===== src/gpio_regs_pkg.sv =====
// Constants shared by the GPIO direction and data register block.
package gpio_regs_pkg;

    // Register byte offsets on the register bus.
    localparam logic [11:0] PORT_C_PIN_VALUE_OFFSET     = 12'h000;
    localparam logic [11:0] PORT_A_PIN_DIRECTION_OFFSET = 12'h008;
    localparam logic [11:0] PORT_B_PIN_DIRECTION_OFFSET = 12'h00C;
    localparam logic [11:0] PORT_C_PIN_DIRECTION_OFFSET = 12'h010;

    // Address bits that form the register offset; the bits above must be zero.
    localparam int ADDR_WIDTH = 12;

    // Field widths; each field starts at bit 0.
    localparam int PORT_A_WIDTH = 8;
    localparam int PORT_B_WIDTH = 6;
    localparam int PORT_C_WIDTH = 8;
    localparam int FIELD_LSB    = 0;

    // Reset values of the registers.
    localparam logic [7:0] PORT_A_DIRECTION_RESET = 8'h00;
    localparam logic [5:0] PORT_B_DIRECTION_RESET = 6'h00;
    localparam logic [7:0] PORT_C_DIRECTION_RESET = 8'h00;
    localparam logic [7:0] PORT_C_VALUE_RESET     = 8'h00;

    // Stages of the input synchroniser and of the reset release.
    localparam int SYNC_STAGES = 2;

    // Register selected by a bus address.
    typedef enum logic [2:0] {
        REG_NONE,
        REG_C_VALUE,
        REG_A_DIRECTION,
        REG_B_DIRECTION,
        REG_C_DIRECTION
    } reg_sel_t;

endpackage : gpio_regs_pkg


===== src/gpio_direction_and_data_regs.sv =====
// Direction registers of ports A, B and C and data register of port C.
//
// Function
// - Set port A direction bit drives pin.
// - Cleared direction bit makes pin an input.
// - External data bus select disables port A direction.
// - Port A bits govern pins only as GPIO.
// - Reset clears all direction and data bits.
// - Port B direction bits 5:0, rest zero.
// - Port B bits govern pins only as GPIO.
// - Written port C data drives output pins.
// - Output bits read back last written value.
// - Input bits read the pin level through a two-stage synchroniser.
// - Port C data bits 7:0, rest zero.
// - Port C direction holds eight bits.
module gpio_direction_and_data_regs #(
    parameter int PORT_A_PINS = gpio_regs_pkg::PORT_A_WIDTH,
    parameter int PORT_B_PINS = gpio_regs_pkg::PORT_B_WIDTH,
    parameter int PORT_C_PINS = gpio_regs_pkg::PORT_C_WIDTH
) (
    input  wire logic                   clk,
    input  wire logic                   rstn,
    // APB slave.
    input  wire logic                   psel,
    input  wire logic                   penable,
    input  wire logic                   pwrite,
    input  wire logic [31:0]            paddr,
    input  wire logic [31:0]            pwdata,
    input  wire logic [3:0]             pstrb,
    output logic      [31:0]            prdata,
    output logic                        pready,
    output logic                        pslverr,
    // Function selects from the pin multiplexer.
    input  wire logic                   extBusDataSelect,
    input  wire logic [PORT_B_PINS-1:0] portBGpioSelect,
    // Output values of ports A and B from their data registers.
    input  wire logic [PORT_A_PINS-1:0] portAValue,
    input  wire logic [PORT_B_PINS-1:0] portBValue,
    // Pin drivers; an enable low means the pin is driven.
    output logic      [PORT_A_PINS-1:0] portAPinOut,
    output logic      [PORT_A_PINS-1:0] portAPinOeLow,
    output logic      [PORT_B_PINS-1:0] portBPinOut,
    output logic      [PORT_B_PINS-1:0] portBPinOeLow,
    input  wire logic [PORT_C_PINS-1:0] portCPinIn,
    output logic      [PORT_C_PINS-1:0] portCPinOut,
    output logic      [PORT_C_PINS-1:0] portCPinOeLow,
    // Register contents for the rest of the GPIO unit.
    output logic      [PORT_A_PINS-1:0] portAPinDirection,
    output logic      [PORT_B_PINS-1:0] portBPinDirection,
    output logic      [PORT_C_PINS-1:0] portCPinDirection
);

    // Reset release through two flip-flops.
    logic                   rstMeta;
    logic                   rstSyncN;

    // Stored register fields.
    logic [PORT_A_PINS-1:0] dirA;
    logic [PORT_B_PINS-1:0] dirB;
    logic [PORT_C_PINS-1:0] dirC;
    logic [PORT_C_PINS-1:0] valueC;

    // Next register values taken from the write data.
    wire logic [PORT_A_PINS-1:0] next_dirA;
    wire logic [PORT_B_PINS-1:0] next_dirB;
    wire logic [PORT_C_PINS-1:0] next_dirC;
    wire logic [PORT_C_PINS-1:0] next_valueC;

    // Port C input synchroniser.
    logic [PORT_C_PINS-1:0] pinCMeta;
    logic [PORT_C_PINS-1:0] pinCSync;

    // Bus decode.
    gpio_regs_pkg::reg_sel_t regSel;
    wire logic [gpio_regs_pkg::ADDR_WIDTH-1:0] offset;
    wire logic              setupPhase;
    wire logic              accessPhase;
    wire logic              mapped;
    wire logic              lowLane;
    wire logic              writeLow;
    wire logic              wrDirA;
    wire logic              wrDirB;
    wire logic              wrDirC;
    wire logic              wrValueC;
    // Register selects, upper address check and read qualifier.
    wire logic              hitValueC;
    wire logic              hitDirA;
    wire logic              hitDirB;
    wire logic              hitDirC;
    wire logic              upperZero;
    wire logic              readSetup;

    // Read data and next pin states.
    logic [31:0]            readWord;
    wire logic [PORT_C_PINS-1:0] readValueC;
    wire logic [PORT_A_PINS-1:0] next_portAPinOeLow;
    wire logic [PORT_B_PINS-1:0] next_portBPinOeLow;
    wire logic [PORT_C_PINS-1:0] next_portCPinOeLow;
    wire logic [31:0]            readFieldA;
    wire logic [31:0]            readFieldB;
    wire logic [31:0]            readFieldC;
    wire logic [31:0]            readFieldValueC;
    wire logic [31:0]            next_prdata;

    // Reset release.
    always_ff @(posedge clk or negedge rstn) begin
        if (!rstn) begin
            rstMeta  <= 1'b0;
            rstSyncN <= 1'b0;
        end else begin
            rstMeta  <= 1'b1;
            rstSyncN <= rstMeta;
        end
    end

    // Address decode and write strobes.
    assign offset      = paddr[gpio_regs_pkg::ADDR_WIDTH-1:0];
    assign setupPhase  = psel && !penable;
    assign accessPhase = psel && penable;
    assign lowLane     = pstrb[0];

    always_comb begin
        unique case (offset)
            gpio_regs_pkg::PORT_C_PIN_VALUE_OFFSET:
                regSel = gpio_regs_pkg::REG_C_VALUE;
            gpio_regs_pkg::PORT_A_PIN_DIRECTION_OFFSET:
                regSel = gpio_regs_pkg::REG_A_DIRECTION;
            gpio_regs_pkg::PORT_B_PIN_DIRECTION_OFFSET:
                regSel = gpio_regs_pkg::REG_B_DIRECTION;
            gpio_regs_pkg::PORT_C_PIN_DIRECTION_OFFSET:
                regSel = gpio_regs_pkg::REG_C_DIRECTION;
            default:
                regSel = gpio_regs_pkg::REG_NONE;
        endcase
    end

    assign upperZero = (paddr[31:gpio_regs_pkg::ADDR_WIDTH] == 20'h00000);
    assign mapped    = (regSel != gpio_regs_pkg::REG_NONE) && upperZero;
    assign writeLow  = accessPhase && pwrite && mapped && lowLane;
    assign readSetup = setupPhase && !pwrite && mapped;

    // One select per register.
    assign hitValueC = (regSel == gpio_regs_pkg::REG_C_VALUE);
    assign hitDirA   = (regSel == gpio_regs_pkg::REG_A_DIRECTION);
    assign hitDirB   = (regSel == gpio_regs_pkg::REG_B_DIRECTION);
    assign hitDirC   = (regSel == gpio_regs_pkg::REG_C_DIRECTION);

    // Write strobes; all fields live in byte lane 0.
    assign wrDirA    = writeLow && hitDirA;
    assign wrDirB    = writeLow && hitDirB;
    assign wrDirC    = writeLow && hitDirC;
    assign wrValueC  = writeLow && hitValueC;

    // Write data trimmed to each field.
    assign next_dirA   = pwdata[PORT_A_PINS-1:0];
    assign next_dirB   = pwdata[PORT_B_PINS-1:0];
    assign next_dirC   = pwdata[PORT_C_PINS-1:0];
    assign next_valueC = pwdata[PORT_C_PINS-1:0];

    // The slave never waits; unmapped addresses answer with an error.
    assign pready  = 1'b1;
    assign pslverr = accessPhase && !mapped;

    // Port A direction register.
    always_ff @(posedge clk or negedge rstSyncN) begin
        if (!rstSyncN) begin
            dirA <= gpio_regs_pkg::PORT_A_DIRECTION_RESET;
        end else if (wrDirA) begin
            dirA <= next_dirA;
        end
    end

    // Port B direction register.
    always_ff @(posedge clk or negedge rstSyncN) begin
        if (!rstSyncN) begin
            dirB <= gpio_regs_pkg::PORT_B_DIRECTION_RESET;
        end else if (wrDirB) begin
            dirB <= next_dirB;
        end
    end

    // Port C direction register.
    always_ff @(posedge clk or negedge rstSyncN) begin
        if (!rstSyncN) begin
            dirC <= gpio_regs_pkg::PORT_C_DIRECTION_RESET;
        end else if (wrDirC) begin
            dirC <= next_dirC;
        end
    end

    // Port C data register.
    always_ff @(posedge clk or negedge rstSyncN) begin
        if (!rstSyncN) begin
            valueC <= gpio_regs_pkg::PORT_C_VALUE_RESET;
        end else if (wrValueC) begin
            valueC <= next_valueC;
        end
    end

    // Two-stage synchroniser on the port C pin levels.
    always_ff @(posedge clk or negedge rstSyncN) begin
        if (!rstSyncN) begin
            pinCMeta <= '0;
            pinCSync <= '0;
        end else begin
            pinCMeta <= portCPinIn;
            pinCSync <= pinCMeta;
        end
    end

    // Per-pin enables and port C read selection.
    genvar i;
    generate
        for (i = 0; i < PORT_A_PINS; i++) begin : g_portA
            assign next_portAPinOeLow[i] =
                !(dirA[i] && !extBusDataSelect);
        end
        for (i = 0; i < PORT_B_PINS; i++) begin : g_portB
            assign next_portBPinOeLow[i] =
                !(dirB[i] && portBGpioSelect[i]);
        end
        for (i = 0; i < PORT_C_PINS; i++) begin : g_portC
            assign next_portCPinOeLow[i] = !dirC[i];
            assign readValueC[i] =
                dirC[i] ? valueC[i] : pinCSync[i];
        end
    endgenerate

    // Register fields widened to a bus word.
    assign readFieldA      = 32'(dirA);
    assign readFieldB      = 32'(dirB);
    assign readFieldC      = 32'(dirC);
    assign readFieldValueC = 32'(readValueC);

    // Read multiplexer; unused upper bits read as zero.
    always_comb begin
        readWord = 32'h00000000;
        unique case (regSel)
            gpio_regs_pkg::REG_C_VALUE:
                readWord = readFieldValueC;
            gpio_regs_pkg::REG_A_DIRECTION:
                readWord = readFieldA;
            gpio_regs_pkg::REG_B_DIRECTION:
                readWord = readFieldB;
            gpio_regs_pkg::REG_C_DIRECTION:
                readWord = readFieldC;
            gpio_regs_pkg::REG_NONE:
                readWord = 32'h00000000;
        endcase
    end

    // Read data is captured in the setup cycle and held through access.
    assign next_prdata = readSetup ? readWord : 32'h00000000;

    always_ff @(posedge clk or negedge rstSyncN) begin
        if (!rstSyncN) begin
            prdata <= 32'h00000000;
        end else if (setupPhase) begin
            prdata <= next_prdata;
        end
    end

    // Port A pin drivers; all pins float after reset.
    always_ff @(posedge clk or negedge rstSyncN) begin
        if (!rstSyncN) begin
            portAPinOut   <= '0;
            portAPinOeLow <= '1;
        end else begin
            portAPinOut   <= portAValue;
            portAPinOeLow <= next_portAPinOeLow;
        end
    end

    // Port B pin drivers; all pins float after reset.
    always_ff @(posedge clk or negedge rstSyncN) begin
        if (!rstSyncN) begin
            portBPinOut   <= '0;
            portBPinOeLow <= '1;
        end else begin
            portBPinOut   <= portBValue;
            portBPinOeLow <= next_portBPinOeLow;
        end
    end

    // Port C pin drivers; all pins float after reset.
    always_ff @(posedge clk or negedge rstSyncN) begin
        if (!rstSyncN) begin
            portCPinOut   <= '0;
            portCPinOeLow <= '1;
        end else begin
            portCPinOut   <= valueC;
            portCPinOeLow <= next_portCPinOeLow;
        end
    end

    assign portAPinDirection = dirA;
    assign portBPinDirection = dirB;
    assign portCPinDirection = dirC;

endmodule : gpio_direction_and_data_regs


===== config.mk =====
export PLATFORM = sky130hd
export DESIGN_NAME = gpio_direction_and_data_regs
export DESIGN_NICKNAME = d
export VERILOG_FILES = /design/src/gpio_regs_pkg.sv /design/src/gpio_direction_and_data_regs.sv
export SDC_FILE = /design/constraint.sdc
export NUM_CORES = 1
export LEC_CHECK = 0
export BUFFER_PORTS_ARGS = -buffer_cell sky130_fd_sc_hd__buf_4
export CAP_MARGIN = 20
export CELL_PAD_IN_SITES_DETAIL_PLACEMENT = 1
export CELL_PAD_IN_SITES_GLOBAL_PLACEMENT = 1
export CORE_MARGIN = 10
export CORE_UTILIZATION = 37
export DETAILED_ROUTE_END_ITERATION = 8
export GPL_TIMING_DRIVEN = 0
export PLACE_DENSITY = 0.91
export SYNTH_ARGS = -nofsm -noshare
export SYNTH_HDL_FRONTEND = slang
export SYNTH_SLANG_ARGS = --single-unit

===== constraint.sdc =====
create_clock -name clk -period 4.95 [get_ports clk]
set_input_delay 0.7425 -clock clk [delete_from_list [all_inputs] [get_ports clk]]
set_output_delay 0.7425 -clock clk [all_outputs]
set_load 0.05 [all_outputs]

# After elaboration in Yosys (flattened, before gate mapping)
# Index checks and enable logic that the tools add are counted.
[totals] elab_cells=90 reg_bits=124 input_bits=102 out_inout_bits=100
[op_classes] eq_ne=7 reduce_logical=57 n_mux=11
[op_table] operator="32-bit one-hot mux with 5 select lines" n=1
[op_table] operator="32-bit 2-to-1 mux" n=1
[op_table] operator="1-bit logical AND" n=27
[op_table] operator="1-bit logical NOT" n=26
[op_table] operator="12-bit by 4-bit == test with 1-bit output, second input constant" n=2
[op_table] operator="20-bit logical NOT" n=1
[op_table] operator="12-bit by 5-bit == test with 1-bit output, second input constant" n=1
[op_table] operator="12-bit logical NOT" n=1
[op_table] operator="3-bit one-hot mux with 4 select lines" n=1
[op_table] operator="1-bit 2-to-1 mux" n=8
[op_table] operator="3-bit by 2-bit == test with 1-bit output, second input constant" n=2
[op_table] operator="3-bit by 1-bit == test with 1-bit output, second input constant" n=1
[op_table] operator="3-bit == test, second input constant" n=1
[op_table] operator="3-bit logical NOT" n=1
[op_table] operator="3-bit nonzero test" n=1

# Depth between registers and ports, before layout
[depth] ltp_word=7 mapped_depth=6 depth_no_buf=4

# Worst setup path after synthesis
# Ideal clock, no wire load.
[synth_path] kind="input to output" from="input paddr[18]" to="output pslverr" stages=4 path_buffers=0 arrival_time_ns=2.249 slack_ns=1.958 required_time_ns=4.208 path_cell_list="nor4_1 > nand3_1 > or3_1 > o311a_2"
[synth_between] elab_chain_cells=4
[synth_rtl] element="start: declaration" line="gpio_direction_and_data_regs.sv:27" source="input wire logic [31:0] paddr,"
[synth_rtl] element="20-bit logical NOT" line="gpio_direction_and_data_regs.sv:137" source="assign upperZero = (paddr[31:gpio_regs_pkg::ADDR_WIDTH] == 20'h00000);"
[synth_rtl] element="1-bit logical AND" line="gpio_direction_and_data_regs.sv:138" source="assign mapped = (regSel != gpio_regs_pkg::REG_NONE) && upperZero;"
[synth_rtl] element="1-bit logical NOT" line="gpio_direction_and_data_regs.sv:162" source="assign pslverr = accessPhase && !mapped;"
[synth_rtl] element="1-bit logical AND" line="gpio_direction_and_data_regs.sv:162"
[synth_rtl] element="end: declaration" line="gpio_direction_and_data_regs.sv:32" source="output logic pslverr,"
# Every way passes these cells.

# Final worst setup path
# Same ends and word-level chain as after synthesis.

==> results.ini <==
[timing]
fmax_mhz = 296.7
finalMaxSlewViolations = 0
fin_skew_ps = 11.14
relSlewSlack = 0.3726
tightest_slew_ps = 934.1
fin_ws_ps = 1579
setup_viol = 0
min_period_ps = 3371
post-route-period-util = 0.6810
finalHoldViolCount = 0
tns_ps = 0
rsz0062_at_grt = no

[logic_synthesis]
synth_seq_cells = 100
yosysWarnings = 0
synth_edf_count = 0
synth_cell_types = 41
syn-mean-instance-area_um2 = 14.03
syn_area_um2 = 3985
syn_inst = 284
synthArstFlopShare = 1.000
seq_area_frac_synth = 0.6349
ys.flop_type = dfrtp_1

[global_routing]
antenna_found_initial = 0
gr-usage-met3 = 0.07602
grt_max_degree = 73
busiest_layer = met2
use_met1 = 0.1723
grt-ovfl-total = 0
grt_pass1_vias = 3445
track_usage = 0.1642
grt_pass1_wl_mm = 19.04
met2_usage = 0.2894

[setup_path]
crit_type = input port to primary output
reg2reg_to = prdata[1]
crit_cells = 6
cpMostUsedCell = buf_4
start_kind = input port
cp-end-kind = primary output
critPathMaxFanout = 6
required_ps = 4210
worstPathCellList = buf_4 -> nor4_1 -> nand3_1 -> or3_1 -> o311a_2 -> buf_4
crit_arrival_ps = 2630
path_buf_inv = 2
cp_slowest_stage_delay_ps = 450
reg2reg_slack_ps = 3590
critPathSlowestCell = or3_1
cp_top_family = simple AND/OR/NAND/NOR gates
timing.rr.start = portCPinDirection[1]
worstRegToRegCells = 4

[cells_and_area]
fin_nets = 570
fillers = 1137
drive_above_1_share = 0.5539
n_antenna_cell = 0
mostFrequentLayoutCells = buf_4, dfrtp_1, mux2_2, conb_1, dfstp_2
area_growth_pct = 40.47
layout_commonest_cell = buf_4

[floorplan]
initial_utilization = 0.3826
die_area_um2 = 15320
fp.dieW_um = 123.8
io_pins = 202
rows = 37
die-height_um = 123.8
core_um2 = 10420

[routing]
drtPass1Iterations = 4
wl_per_cell_um = 21.14
wl_mm = 12.87
drc_errors = 0
ant_nets = 0
drtIter0Drc = 118
viasPerCell = 4.915
dr_total_vias = 2993

[pwr]
power_density_nw_per_um2 = 279.9
power.leakage_nw = 2.685
max-vdd-ir-drop_uv = 149.7
total_power_w = 0.001567

[run]
maxCapViolCount = 0

[clock_network]
ctsLongestPathBuffers = 2
ctsHoldBuffers = 0
clk_pin_slew_ps = 80
cts_tree = built
post_cts_buffers = 0
cts_resized = 0
numCtsBuffers = 9
ctsHtreeMaxLevel = 3
cts_sinks = 100
insertion_delay_ps = 370
cts_root_buf = clkbuf_8

[place]
preCtsSetupSlack_ps = 1567
dp_hpwl_mm = 9.838
io_buffers = 148
finalWeightedCongestion = 0.8465

[worst_hold_path]
hold_path.class = input port to async pin

[run_status]
status = complete, no violations

-- synth_stat cells, drive strengths merged, types with 2 or more instances --
library cell / number / area, µm²
nand3: 9 / 50.05
nor3: 3 / 20.02
dfrtp: 78 / 1952
a221oi: 12 / 105.1
or3: 2 / 17.52
dfstp: 22 / 578.1
mux2i: 13 / 130.1
nand3b: 2 / 15.01
nor2: 8 / 30.03
nor4: 10 / 122.6
or4: 2 / 15.01
a211oi: 7 / 82.58
buf: 30 / 224.0
mux2: 31 / 349.1
nand2b: 10 / 62.56
conb: 2 / 7.510
nand2: 18 / 67.56
o21ai: 2 / 10.01
inv: 10 / 37.54
-- kinds of logic (layout without fill, tap and decap cells) --
family / count (synthesis) / count (layout) / share of synthesized area
DFF: 100 / 100 / 0.6348
and+or+nand+nor: 69 / 69 / 0.1105
buffers and inverters: 43 / 208 / 0.07127
muxes: 44 / 44 / 0.1202
AOI/OAI and AO/OA: 26 / 26 / 0.06123
other: 2 / 26 / 0.001885
-- worst max-delay path by stage --
stage,start,endpoint
floorplan,paddr[18],pslverr
global placement,rstSyncN,valueC[5]
detailed placement,paddr[18],pslverr
CTS,paddr[18],pslverr
global route,paddr[18],pslverr
finish,paddr[18],pslverr
-- registers in the layout (all words and copies together) (netlist names), 8 cells and up --
name and count:
valueC 8, pinCSync 8, portCPinDirection 8, prdata 8
portAPinOut 8, pinCMeta 8, portAPinDirection 8, portAPinOeLow 8
portCPinOeLow 8, portCPinOut 8
-- per-stage QoR --
stage / cell area (µm²) / hold slack [ps] / instances / util
4_1_cts: 5598 / 132.2 / 609 / 0.5374
3_5_place_dp: 5388 / 260.3 / 593 / 0.5172
2_1_floorplan: 4075 / 331.2 / 308 / -
6_report: 5598 / 146.4 / 609 / 0.5374
3_3_place_gp: 5356 / 333.3 / 592 / 0.5142
5_1_grt: 5598 / 125.5 / 609 / 0.5374
-- routing by layer --
layer,part of all wire,wire length [µm]
met5,0,0
met4,0.011,145
met3,0.11,1454
met2,0.51,6599
met1,0.36,4673
-- where the power goes --
| group | internal (W) | switching [W] | leakage (nW) |
|---|---|---|---|
| registers | 0.000831 | 0.00000800 | 1.25 |
| logic | 0.0000710 | 0.000115 | 1.34 |
| clock network | 0.000262 | 0.000280 | 0.102 |
| total | 0.00116 | 0.000403 | 2.68 |
-- final cells by class --
cell class / instances / area [µm²] / share of cell area
timing repair buffer: 149 / 1139 / 0.2034
tap: 136 / 170.2 / 0.03040
inverter: 10 / 37.54 / 0.006705
multi-input combinational: 165 / 1261 / 0.2253
clock inverter: 5 / 58.81 / 0.01051
clock buffer: 11 / 151.4 / 0.02705
buffer: 33 / 246.5 / 0.04403
sequential: 100 / 2534 / 0.4526
-- worst register-to-register path, cell delays in order (launching register included) --
cell      delay (ps)
dfrtp_1          450
mux2i_1          250
nand3_1          100
a221oi_1         370
a211oi_2          80
Note: power is estimated with default switching activity, not from simulation.
